### config.mk
export PLATFORM = sky130hd
export DESIGN_NAME = pbo_port_override
export DESIGN_NICKNAME = d
export VERILOG_FILES = /design/src/design/pbo_pkg.sv /design/src/design/pbo_pin_resolve.sv /design/src/design/pbo_port_override.sv
export VERILOG_INCLUDE_DIRS = /design/src /design/src/design
export SDC_FILE = /design/constraint.sdc
export NUM_CORES = 1
export LEC_CHECK = 0
export ABC_AREA = 1
export BUFFER_PORTS_ARGS = -buffer_cell sky130_fd_sc_hd__buf_4
export CORE_AREA = 5 5 126 128
export DETAILED_ROUTE_END_ITERATION = 12
export DIE_AREA = 0 0 131 133
export GPL_TIMING_DRIVEN = 0
export HOLD_SLACK_MARGIN = 0.05
export PLACE_DENSITY = 0.62
export SYNTH_ARGS = -nofsm -noshare
export SYNTH_HDL_FRONTEND = slang
export SYNTH_HIERARCHICAL = 1
export SYNTH_SLANG_ARGS = --single-unit
### constraint.sdc
create_clock -name CLK_IN -period 1.1 [get_ports CLK_IN]
set_input_delay 0.11 -clock CLK_IN [delete_from_list [all_inputs] [get_ports CLK_IN]]
set_output_delay 0.11 -clock CLK_IN [all_outputs]
set_load 0.01 [all_outputs]
### src/design/pbo_params.svh
`ifndef PBO_PARAMS_SVH
`define PBO_PARAMS_SVH
`define PBO_BIT_SS 0
`define PBO_BIT_SCK 1
`define PBO_BIT_MOSI 2
`define PBO_BIT_MISO 3
`define PBO_SEG_PC_BASE 5
`define PBO_SEG_PD_BASE 15
`define PBO_RST_BYTE 8'h00
`endif

### src/design/pbo_pkg.sv
package pbo_pkg;
  typedef logic [7:0] pbo_byte_t;
  typedef struct packed {
    logic pu_en;
    logic pu_val;
    logic dd_en;
    logic dd_val;
    logic pv_en;
    logic pv_val;
    logic die_en;
    logic die_val;
  } pbo_ovr_t;
endpackage : pbo_pkg

### src/design/pbo_pin_resolve.sv
`include "pbo_params.svh"
// Applies override signals to one port's direction, value, pull-up and input enable
module pbo_pin_resolve (
  // Port register bits
  input wire logic [7:0] dir_in,
  input wire logic [7:0] latch_in,
  input wire logic global_pullup_disable_in,
  // Override enables and values
  input wire logic [7:0] pu_en_in,
  input wire logic [7:0] pu_val_in,
  input wire logic [7:0] dd_en_in,
  input wire logic [7:0] dd_val_in,
  input wire logic [7:0] pv_en_in,
  input wire logic [7:0] pv_val_in,
  input wire logic [7:0] die_en_in,
  input wire logic [7:0] die_val_in,
  // Resolved pad controls
  output logic [7:0] oe_out,
  output logic [7:0] val_out,
  output logic [7:0] pullup_out,
  output logic [7:0] din_en_out
);
  always_comb begin
    for (int i = 0; i < 8; i++) begin
      oe_out[i] = dd_en_in[i] ? dd_val_in[i] : dir_in[i];
      val_out[i] = pv_en_in[i] ? pv_val_in[i] : latch_in[i];
      // Normal pull-up: input direction, latch high, not globally disabled
      pullup_out[i] = pu_en_in[i] ? pu_val_in[i]
                    : (~dir_in[i] & latch_in[i] & ~global_pullup_disable_in);
      din_en_out[i] = die_en_in[i] ? die_val_in[i] : 1'b1;
    end
  end
endmodule : pbo_pin_resolve

### src/design/pbo_port_override.sv
// global disable.
`include "pbo_params.svh"
module pbo_port_override
  import pbo_pkg::*;
(
  // Clock and control
  input wire logic CLK_IN,
  input wire logic SRST_IN,
  input wire logic CE_IN,
  // Port B registers
  input wire pbo_pkg::pbo_byte_t DIR_B_IN,
  input wire pbo_pkg::pbo_byte_t LATCH_B_IN,
  input wire pbo_pkg::pbo_byte_t PIN_CHANGE_MASK_B_IN,
  input wire logic PIN_CHANGE_GROUP1_ENABLE_IN,
  input wire logic GLOBAL_PULLUP_DISABLE_IN,
  // Port C registers
  input wire pbo_pkg::pbo_byte_t DIR_C_IN,
  input wire pbo_pkg::pbo_byte_t LATCH_C_IN,
  // SPI
  input wire logic SPI_ENABLE_BIT_IN,
  input wire logic SPI_MASTER_SELECT_IN,
  input wire logic SPI_SLAVE_OUTPUT_IN,
  input wire logic SPI_MASTER_OUTPUT_IN,
  input wire logic SPI_CLOCK_OUTPUT_IN,
  // Timer compare
  input wire logic [3:0] TIMER_COMPARE_EN_IN,
  input wire logic TIMER2_COMPARE_A_OUT_IN,
  input wire logic TIMER1_COMPARE_B_OUT_IN,
  input wire logic TIMER1_COMPARE_A_OUT_IN,
  input wire logic TIMER0_COMPARE_A_OUT_IN,
  // LCD
  input wire logic LCD_ENABLE_IN,
  input wire logic [22:0] LCD_SEGMENT_IN,
  // Pads (asynchronous)
  input wire pbo_pkg::pbo_byte_t PAD_B_IN,
  input wire pbo_pkg::pbo_byte_t PAD_C_IN,
  input wire pbo_pkg::pbo_byte_t PAD_D_IN,
  // Port B pad controls
  output pbo_pkg::pbo_byte_t PAD_B_OE_OUT,
  output pbo_pkg::pbo_byte_t PAD_B_VAL_OUT,
  output pbo_pkg::pbo_byte_t PAD_B_PULLUP_OUT,
  output pbo_pkg::pbo_byte_t PAD_B_DIN_EN_OUT,
  // Port C pad controls
  output pbo_pkg::pbo_byte_t PAD_C_OE_OUT,
  output pbo_pkg::pbo_byte_t PAD_C_VAL_OUT,
  output pbo_pkg::pbo_byte_t PAD_C_PULLUP_OUT,
  output pbo_pkg::pbo_byte_t PAD_C_DIN_EN_OUT,
  output pbo_pkg::pbo_byte_t PAD_C_LCD_SEG_OUT,
  output logic PAD_C_LCD_CONNECT_OUT,
  // Port D analog routing
  output logic [7:0] PAD_D_LCD_SEG_OUT,
  // Peripheral inputs
  output pbo_pkg::pbo_byte_t PIN_CHANGE_INPUT_OUT,
  output logic SPI_MASTER_INPUT_OUT,
  output logic SPI_SLAVE_INPUT_OUT,
  output logic SPI_CLOCK_INPUT_OUT,
  output logic SPI_SELECT_INPUT_OUT,
  output logic SPI_SLAVE_ACTIVE_OUT,
  output logic EXT_IRQ0_INPUT_OUT,
  output logic TIMER1_CAPTURE_INPUT_OUT
);
  import pbo_pkg::*;

  function automatic logic [7:0] pbo_rev8(input logic [7:0] v);
    logic [7:0] r;
    r = '0;
    for (int i = 0; i < 8; i++) begin
      r[i] = v[7 - i];
    end
    return r;
  endfunction : pbo_rev8

  // Pad sampling: two flops before any logic reads the pads
  pbo_byte_t b_s1_q, b_s2_q, c_s1_q, c_s2_q, d_s1_q, d_s2_q;
  pbo_byte_t b_s1_d, b_s2_d, c_s1_d, c_s2_d, d_s1_d, d_s2_d;

  always_comb begin
    b_s1_d = PAD_B_IN;
    b_s2_d = b_s1_q;
    c_s1_d = PAD_C_IN;
    c_s2_d = c_s1_q;
    d_s1_d = PAD_D_IN;
    d_s2_d = d_s1_q;
  end

  always_ff @(posedge CLK_IN) begin
    if (SRST_IN) begin
      b_s1_q <= `PBO_RST_BYTE;
      b_s2_q <= `PBO_RST_BYTE;
      c_s1_q <= `PBO_RST_BYTE;
      c_s2_q <= `PBO_RST_BYTE;
      d_s1_q <= `PBO_RST_BYTE;
      d_s2_q <= `PBO_RST_BYTE;
    end else if (CE_IN) begin
      b_s1_q <= b_s1_d;
      b_s2_q <= b_s2_d;
      c_s1_q <= c_s1_d;
      c_s2_q <= c_s2_d;
      d_s1_q <= d_s1_d;
      d_s2_q <= d_s2_d;
    end
  end

  // Port B override signals
  logic spi_slave, spi_master;
  pbo_byte_t b_pu_en, b_pu_val, b_dd_en, b_dd_val, b_pv_en, b_pv_val, b_die_en, b_die_val;
  pbo_byte_t c_en, c_zero;

  always_comb begin
    spi_slave = SPI_ENABLE_BIT_IN & ~SPI_MASTER_SELECT_IN;
    spi_master = SPI_ENABLE_BIT_IN & SPI_MASTER_SELECT_IN;
    b_pu_en = '0;
    b_pu_val = '0;
    b_dd_en = '0;
    b_dd_val = '0;
    b_pv_en = '0;
    b_pv_val = '0;
    // Forced inputs keep latch pull-up unless globally disabled
    for (int i = 0; i < 3; i++) begin
      b_pu_en[i] = spi_slave;
      b_pu_val[i] = LATCH_B_IN[i] & ~GLOBAL_PULLUP_DISABLE_IN;
      b_dd_en[i] = spi_slave;
    end
    b_pu_en[`PBO_BIT_MISO] = spi_master;
    b_pu_val[`PBO_BIT_MISO] = LATCH_B_IN[`PBO_BIT_MISO] & ~GLOBAL_PULLUP_DISABLE_IN;
    b_dd_en[`PBO_BIT_MISO] = spi_master;
    // Slave drives out B3 and master drives B2 and B1, each only if its direction bit allows
    b_pv_en[`PBO_BIT_MISO] = spi_slave;
    b_pv_val[`PBO_BIT_MISO] = SPI_SLAVE_OUTPUT_IN;
    b_pv_en[`PBO_BIT_MOSI] = spi_master;
    b_pv_val[`PBO_BIT_MOSI] = SPI_MASTER_OUTPUT_IN;
    b_pv_en[`PBO_BIT_SCK] = spi_master;
    b_pv_val[`PBO_BIT_SCK] = SPI_CLOCK_OUTPUT_IN;
    b_pv_en[7:4] = TIMER_COMPARE_EN_IN;
    b_pv_val[7:4] = {TIMER2_COMPARE_A_OUT_IN, TIMER1_COMPARE_B_OUT_IN,
                     TIMER1_COMPARE_A_OUT_IN, TIMER0_COMPARE_A_OUT_IN};
    b_die_en = PIN_CHANGE_MASK_B_IN & {8{PIN_CHANGE_GROUP1_ENABLE_IN}};
    b_die_val = 8'hFF;
    c_en = {8{LCD_ENABLE_IN}};
    c_zero = 8'h00;
  end

  pbo_byte_t b_oe, b_val, b_pu, b_die, c_oe, c_val, c_pu, c_die;

  pbo_pin_resolve u_port_b (
    .dir_in(DIR_B_IN),
    .latch_in(LATCH_B_IN),
    .global_pullup_disable_in(GLOBAL_PULLUP_DISABLE_IN),
    .pu_en_in(b_pu_en),
    .pu_val_in(b_pu_val),
    .dd_en_in(b_dd_en),
    .dd_val_in(b_dd_val),
    .pv_en_in(b_pv_en),
    .pv_val_in(b_pv_val),
    .die_en_in(b_die_en),
    .die_val_in(b_die_val),
    .oe_out(b_oe),
    .val_out(b_val),
    .pullup_out(b_pu),
    .din_en_out(b_die)
  );

  // Port C: LCD forces pull-up off, input direction and digital input off
  pbo_pin_resolve u_port_c (
    .dir_in(DIR_C_IN),
    .latch_in(LATCH_C_IN),
    .global_pullup_disable_in(GLOBAL_PULLUP_DISABLE_IN),
    .pu_en_in(c_en),
    .pu_val_in(c_zero),
    .dd_en_in(c_en),
    .dd_val_in(c_zero),
    .pv_en_in(c_zero),
    .pv_val_in(c_zero),
    .die_en_in(c_en),
    .die_val_in(c_zero),
    .oe_out(c_oe),
    .val_out(c_val),
    .pullup_out(c_pu),
    .din_en_out(c_die)
  );

  // Registered outputs; pad controls lag their causes by one cycle
  pbo_byte_t b_oe_q, b_val_q, b_pu_q, b_die_q, c_oe_q, c_val_q, c_pu_q, c_die_q, c_seg_q;
  pbo_byte_t pcint_q, pcint_d, d_seg_q, d_seg_d, c_seg_d;
  logic [6:0] spi_q, spi_d;
  logic c_conn_q;

  always_comb begin
    // Digital input gated by its enable so a disabled pin reads low
    pcint_d = b_s2_q & b_die;
    spi_d[0] = b_s2_q[`PBO_BIT_MISO];
    spi_d[1] = b_s2_q[`PBO_BIT_MOSI];
    spi_d[2] = b_s2_q[`PBO_BIT_SCK];
    spi_d[3] = b_s2_q[`PBO_BIT_SS];
    spi_d[4] = spi_slave & ~b_s2_q[`PBO_BIT_SS];
    spi_d[5] = d_s2_q[1];
    spi_d[6] = d_s2_q[0];
    c_seg_d = pbo_rev8(LCD_SEGMENT_IN[`PBO_SEG_PC_BASE +: 8]);
    d_seg_d = pbo_rev8(LCD_SEGMENT_IN[`PBO_SEG_PD_BASE +: 8]);
  end

  always_ff @(posedge CLK_IN) begin
    if (SRST_IN) begin
      b_oe_q <= `PBO_RST_BYTE;
      b_val_q <= `PBO_RST_BYTE;
      b_pu_q <= `PBO_RST_BYTE;
      b_die_q <= `PBO_RST_BYTE;
      c_oe_q <= `PBO_RST_BYTE;
      c_val_q <= `PBO_RST_BYTE;
      c_pu_q <= `PBO_RST_BYTE;
      c_die_q <= `PBO_RST_BYTE;
      c_seg_q <= `PBO_RST_BYTE;
      d_seg_q <= `PBO_RST_BYTE;
      pcint_q <= `PBO_RST_BYTE;
      spi_q <= 7'h00;
      c_conn_q <= 1'b0;
    end else if (CE_IN) begin
      b_oe_q <= b_oe;
      b_val_q <= b_val;
      b_pu_q <= b_pu;
      b_die_q <= b_die;
      c_oe_q <= c_oe;
      c_val_q <= c_val;
      c_pu_q <= c_pu;
      c_die_q <= c_die;
      c_seg_q <= c_seg_d;
      d_seg_q <= d_seg_d;
      pcint_q <= pcint_d;
      spi_q <= spi_d;
      c_conn_q <= LCD_ENABLE_IN;
    end
  end

  assign PAD_B_OE_OUT = b_oe_q;
  assign PAD_B_VAL_OUT = b_val_q;
  assign PAD_B_PULLUP_OUT = b_pu_q;
  assign PAD_B_DIN_EN_OUT = b_die_q;
  assign PAD_C_OE_OUT = c_oe_q;
  assign PAD_C_VAL_OUT = c_val_q;
  assign PAD_C_PULLUP_OUT = c_pu_q;
  assign PAD_C_DIN_EN_OUT = c_die_q;
  assign PAD_C_LCD_SEG_OUT = c_seg_q;
  assign PAD_C_LCD_CONNECT_OUT = c_conn_q;
  assign PAD_D_LCD_SEG_OUT = d_seg_q;
  assign PIN_CHANGE_INPUT_OUT = pcint_q;
  assign SPI_MASTER_INPUT_OUT = spi_q[0];
  assign SPI_SLAVE_INPUT_OUT = spi_q[1];
  assign SPI_CLOCK_INPUT_OUT = spi_q[2];
  assign SPI_SELECT_INPUT_OUT = spi_q[3];
  assign SPI_SLAVE_ACTIVE_OUT = spi_q[4];
  assign EXT_IRQ0_INPUT_OUT = spi_q[5];
  assign TIMER1_CAPTURE_INPUT_OUT = spi_q[6];
endmodule : pbo_port_override

==> flow_metrics.env, run 1 <==
export IMPL_synth_largest_area_cell="dfxtp_1"
export IMPL_crit_buf_inv=1
export IMPL_fin_setup_tns_ns=0
export IMPL_final_hold_violation_count=0
export IMPL_root_buffer="clkbuf_16"
export IMPL_io_pins=202
export IMPL_grt_pass1_vias=4851
export IMPL_worst_path_max_delay_cell="dfxtp_1"
export IMPL_routed_via_density=4.20
export IMPL_yosys_area_top_type_share_pct=46.7
export IMPL_post_route_min_period_ns=1.03
export IMPL_critical_path_class="reg2out"
export IMPL_rsz0062_at_grt="no"
export IMPL_via_count=5269
export IMPL_drive_gt1_share_pct=25.1
export IMPL_finalCritPeriodShare_pct=93.5
export IMPL_postRouteAntennaNets=0
export IMPL_yosysWarningCount=6
export IMPL_p_leak_nw=3.99
export IMPL_path_delay_family="flip-flops"
export IMPL_floorplan_initialDensity_pct=33.7
export IMPL_chipWidth_um=131
export IMPL_drtIter0Drc=153
export IMPL_setup_viol=0
export IMPL_cpPeakStageDelay_ns=0.37
export IMPL_syn_area_mm2=0.00497
export IMPL_clock_fmax_mhz=972
export IMPL_path_max_fanout=2
export IMPL_overflow=0
export IMPL_routabilityCongestion=0.754
export IMPL_grt_total_usage_pct=17.5
export IMPL_fp_dieH_um=133
export IMPL_finish_utilization_pct=53.0
export IMPL_synth_area_leaders="dfxtp_1, nor2_1, nand2_1"
export IMPL_rr_worst_depth=2
export IMPL_path_cells="buf_4"
export IMPL_worstMarginPinSlew_ns=0.694
export IMPL_crit_arrival_ns=0.92
export IMPL_outcome="complete, no violations"
export IMPL_syn_instance_count=739
export IMPL_clock_path_buffers=2
export IMPL_wl_per_cell_um=12.1
export IMPL_ys_seq_area_share_pct=46.7
export IMPL_power_mw=12.0
export IMPL_antenna_found_initial=0
export IMPL_die_area_mm2=0.0174
export IMPL_drc_errors=0
export IMPL_insertion_delay_ns=0.41
export IMPL_maxSlewViolCount=0
export IMPL_synthFlopType="dfxtp_1"
export IMPL_start_kind="register"
export IMPL_finalWirelength_um=15200
export IMPL_synth_async_sr_flop_share_pct=0
export IMPL_grt_max_degree=42
export IMPL_r2r_setup_slack_ns=0.39
export IMPL_io_buffers=178
export IMPL_path_clk_slew_ns=0.05
export IMPL_synthTopCellsByCount="nor2_1, nand2_1, dfxtp_1"
export IMPL_finClkSkew_ns=0.00246
export IMPL_whs_path_depth=5
export IMPL_dp_hpwl_um=10600
export IMPL_crit_path_end_kind="output port"
export IMPL_cts_tree="built"
export IMPL_crit_required_ns=0.99
export IMPL_synth_seq_cells=116
export IMPL_relSlewSlack_pct=53.7
export IMPL_grt_pass1_wl_um=24000
export IMPL_core_area_mm2=0.0148
export IMPL_cts_sinks=116
export IMPL_p_per_area_mw_per_mm2=1530
export IMPL_synth_edf_count=0
export IMPL_syn_area_per_cell_um2=6.72
export IMPL_firstDrtPassIters=4
export IMPL_area_growth_pct=57.3
export IMPL_worst_path_stages=1
export IMPL_rows=45
export IMPL_htreeDepth=4
export IMPL_synth_distinct_cells=17
export IMPL_worst_hold_path_type="in2reg"
export IMPL_cts_buffers=17
export IMPL_peakVddDrop_v=0.000940
export IMPL_nets=1163
export IMPL_antenna_cells=0
export IMPL_yosys_cell_count_top_type="nor2_1"
export IMPL_max_cap_violations=0
==> cell usage in the layout, fill, tap and decap left out <==
| cell type | instances |
|---|---|
| nor2_1 | 218 |
| buf_4 | 180 |
| nand2_1 | 131 |
| dfxtp_1 | 116 |
| o21ai_0 | 93 |
| conb_1 | 87 |
| inv_1 | 46 |
| o21ai_1 | 38 |
| dlygate4sd3_1 | 36 |
| nor2_2 | 18 |
| inv_2 | 17 |
| a21oi_1 | 17 |
| clkbuf_16 | 17 |
| clkbuf_1 | 14 |
| buf_2 | 11 |
| buf_6 | 6 |
| clkbuf_2 | 6 |
| clkbuf_8 | 5 |
| nand3_1 | 4 |
| clkinvlp_4 | 2 |
| bufinv_16 | 2 |
| clkinv_4 | 2 |
| inv_4 | 1 |
| clkinv_2 | 1 |
==> through the flow <==
| step | area, µm² | setup slack, ns | hold WS, ns | cells |
|---|---|---|---|---|
| 2_1_floorplan | 5290 | 0.193 | 0.179 | 824 |
| 3_3_place_gp | 6860 | -0.154 | 0.324 | 1190 |
| 3_5_place_dp | 6860 | -0.159 | 0.327 | 1190 |
| 4_1_cts | 7820 | 0.0652 | 0.0565 | 1256 |
| 5_1_grt | 7820 | 0.0398 | 0.0922 | 1256 |
| 6_report | 7820 | 0.0712 | 0.0691 | 1256 |
==> cell type report <==
| class | instances | area, µm² |
|---|---|---|
| multi-input cells | 606 | 2510 |
| fillers | 1500 | 6930 |
| clock inverters | 7 | 97.6 |
| flip-flops and latches | 116 | 2320 |
| clock buffers | 23 | 498 |
| well taps | 188 | 235 |
| repair buffers | 214 | 1700 |
| plain buffers | 38 | 216 |
| inverters | 64 | 243 |
==> where the power goes <==
group          total (mW)  internal [mW]  leakage, nW  switching [mW]
sequential           4.65           4.50        0.962           0.156
combinational        1.78          0.870         2.74           0.911
clock                5.54           3.61        0.287            1.92
total                12.0           8.98         3.99            2.99
==> worst paths after layout <==
check | startpoint | end
setup / recovery | spi_q[0] | SPI_MASTER_INPUT_OUT
hold / removal | SPI_CLOCK_OUTPUT_IN | PAD_B_VAL_OUT[1]
setup reg to reg | b_s2_q[2] | PIN_CHANGE_INPUT_OUT[2]
hold reg to reg | PAD_B_DIN_EN_OUT[0] | PAD_B_DIN_EN_OUT[0]
==> routing by layer <==
layer | global-route usage, % | part of all wire (%) | vias up
li1 | - | - | 2846
met3 | 5.41 | 7.2 | 17
met1 | 22.5 | 45 | 2268
met4 | 5.77 | 1.4 | 0
met5 | 0 | 0 | -
met2 | 27.7 | 46 | 138
==> worst reg2reg max path: cells and delay by family, from the launching register on <==
kind,cells,cell delay (ns)
DFF,1,0.32
AOI/OAI and AO/OA,2,0.27
==> flip-flops by register name, indices dropped and copies added (netlist names), 8 cells and up <==
| name | count |
|---|---|
| PAD_C_LCD_SEG_OUT | 8 |
| PAD_C_VAL_OUT | 8 |
| PAD_B_OE_OUT | 8 |
| PAD_C_DIN_EN_OUT | 8 |
| PIN_CHANGE_INPUT_OUT | 8 |
| PAD_B_PULLUP_OUT | 8 |
| PAD_C_PULLUP_OUT | 8 |
| b_s2_q | 8 |
| PAD_D_LCD_SEG_OUT | 8 |
| PAD_B_DIN_EN_OUT | 8 |
| PAD_C_OE_OUT | 8 |
| b_s1_q | 8 |
| PAD_B_VAL_OUT | 8 |
==> timing repair <==
action,4_1_cts,5_1_grt
hold buffers,36,0
endpoints found under the hold margin,35,0
setup buffers,0,0
gates resized for setup,0,0
==> kinds of logic (layout without fill, tap and decap cells) <==
| kind of cell | count (synthesis) | count (layout) | share of synthesized area [%] |
|---|---|---|---|
| AND/OR/NAND/NOR | 371 | 371 | 29.0 |
| flip-flops | 116 | 116 | 46.7 |
| AO/OA/AOI/OAI | 148 | 148 | 14.9 |
| buffers and inverters | 102 | 346 | 9.24 |
| other | 2 | 87 | 0.151 |
(Power assumes the default switching activity.)
==> run 2: changes to the inputs <==
--- a/config.mk
+++ b/config.mk
@@ -13,7 +13,9 @@
 export DIE_AREA = 0 0 131 133
 export GPL_TIMING_DRIVEN = 0
 export HOLD_SLACK_MARGIN = 0.05
+export MAX_ROUTING_LAYER = met4
 export PLACE_DENSITY = 0.62
+export REMOVE_ABC_BUFFERS = 1
 export SYNTH_ARGS = -nofsm -noshare
 export SYNTH_HDL_FRONTEND = slang
 export SYNTH_HIERARCHICAL = 1
==> flow_metrics.env, run 2 (synthesized netlist as in run 1, its figures left out) <==
export IMPL_wl_per_cell_um=11.4
export IMPL_clock_fmax_mhz=985
export IMPL_chipWidth_um=131
export IMPL_whs_path_depth=5
export IMPL_io_pins=202
export IMPL_r2r_end="spi_q[4]"
export IMPL_finClkSkew_ns=0.00553
export IMPL_crit_arrival_ns=1.31
export IMPL_layout_commonest_cell="nor2_1"
export IMPL_cts_setup_buffers=0
export IMPL_critical_path_class="in2reg"
export IMPL_drtIter0Drc=240
export IMPL_max_cap_violations=0
export IMPL_root_buffer="clkbuf_16"
export IMPL_final_cell_count_no_fill=1224
export IMPL_grt_total_usage_pct=16.5
export IMPL_worstMarginPinSlew_ns=0.707
export IMPL_mostFrequentLayoutCells="nor2_1, buf_4, nand2_1, dfxtp_1, o21ai_0"
export IMPL_grt_max_degree=118
export IMPL_maxSlewViolCount=0
export IMPL_via_count=5132
export IMPL_io_buffers=180
export IMPL_dpl_cell_count=1154
export IMPL_path_max_fanout=117
export IMPL_clock_path_buffers=2
export IMPL_start_kind="primary input"
export IMPL_p_leak_nw=3.88
export IMPL_grt_pass1_wl_um=22600
export IMPL_multi_input_area_mm2=0.00251
export IMPL_outcome="complete, no violations"
export IMPL_routed_via_density=4.19
export IMPL_area_growth_pct=54.1
export IMPL_rows=45
export IMPL_p_per_area_mw_per_mm2=1550
export IMPL_r2r_setup_slack_ns=0.39
export IMPL_postRouteAntennaNets=0
export IMPL_finalCritPeriodShare_pct=92.3
export IMPL_grt_pass1_vias=4736
export IMPL_relSlewSlack_pct=52.9
export IMPL_drc_errors=0
export IMPL_register_area_mm2=0.00232
export IMPL_htreeDepth=4
export IMPL_rr_worst_depth=3
export IMPL_overflow=0
export IMPL_r2r_start="b_s2_q[0]"
export IMPL_insertion_delay_ns=0.41
export IMPL_post_route_min_period_ns=1.02
export IMPL_dp_hpwl_um=8410
export IMPL_rsz0062_at_grt="no"
export IMPL_fp_dieH_um=133
export IMPL_floorplan_initialDensity_pct=33.7
export IMPL_firstDrtPassIters=5
export IMPL_peakVddDrop_v=0.00119
export IMPL_fin_setup_tns_ns=0
export IMPL_power_mw=11.9
export IMPL_fillCellCount=1461
export IMPL_endpoint="PIN_CHANGE_INPUT_OUT[0]"
export IMPL_cts_buffers=17
export IMPL_antenna_cells=0
export IMPL_cts_sinks=116
export IMPL_nets=1129
export IMPL_worst_hold_path_type="in2reg"
export IMPL_finish_utilization_pct=51.9
export IMPL_die_area_mm2=0.0174
export IMPL_routabilityCongestion=0.724
export IMPL_finalWirelength_um=13900
export IMPL_crit_start="CE_IN"
export IMPL_path_clk_slew_ns=0.06
export IMPL_antenna_found_initial=0
export IMPL_drive_gt1_share_pct=23.9
export IMPL_final_hold_violation_count=0
export IMPL_crit_required_ns=1.39
export IMPL_setup_viol=0
export IMPL_crit_path_end_kind="register"
export IMPL_cts_tree="built"
export IMPL_core_area_mm2=0.0148
## run 2: changes by cell type in the layout (fill, tap and decap cells not counted), moves of 2 or more
cell	change
buf_2	-11
buf_6	-6
clkbuf_1	-14
clkbuf_2	-6
clkbuf_8	-4
clkinvlp_4	+2
dlygate4sd3_1	+2
inv_6	+5
## run 2: worst min-delay path by stage
stage / startpoint / to
5_1_grt: DIR_B_IN[1] / PAD_B_PULLUP_OUT[1]
3_3_place_gp: LCD_SEGMENT_IN[5] / PAD_C_LCD_SEG_OUT[7]
4_1_cts: DIR_C_IN[6] / PAD_C_OE_OUT[6]
3_5_place_dp: PAD_B_IN[4] / b_s1_q[4]
2_1_floorplan: SRST_IN / PAD_B_DIN_EN_OUT[0]
6_report: DIR_C_IN[1] / PAD_C_OE_OUT[1]
## run 2: what timing repair did
item	CTS	global route
endpoints found under the setup margin	116	8
hold buffers	38	0
hold endpoints to repair	46	0
resized for setup	5	2
## run 2: metal layers
metal,track usage [%],vias to the layer above,share of wire [%]
li1,-,2778,-
met1,19.2,2216,45
met2,27.0,120,47
met3,4.88,18,6.1
met4,5.83,0,1.7
met5,-,-,0
## run 2: worst max-delay path, cell delays in order
cell and delay (ns):
buf_12 0.33, inv_8 0.32, o21ai_1 0.31, a21oi_1 0.06
## run 2: cell type report
class | count | area share [%]
clock buffer | 18 | 5.74
clock inverter | 14 | 1.99
inverter | 64 | 3.30
multi-input combinational | 606 | 32.8
sequential | 116 | 30.3
tap | 188 | 3.07
timing repair buffer | 218 | 22.8
## run 2: through the flow
stage	setup slack, ns	area [µm²]	hold slack, ns
after floorplan	-0.0220	5070	0.179
after global placement	-1.26	6660	0.330
after detailed placement	-1.26	6660	0.337
after CTS	0.0841	7650	0.0716
after global routing	0.0489	7660	0.0916
final	0.0849	7660	0.0893
## run 2: power breakdown
group / total (mW) / leakage [nW] / switching [mW] / internal (mW)
clock network: 5.51 / 0.280 / 2.10 / 3.42
registers: 4.63 / 0.962 / 0.134 / 4.49
logic: 1.72 / 2.64 / 0.892 / 0.832
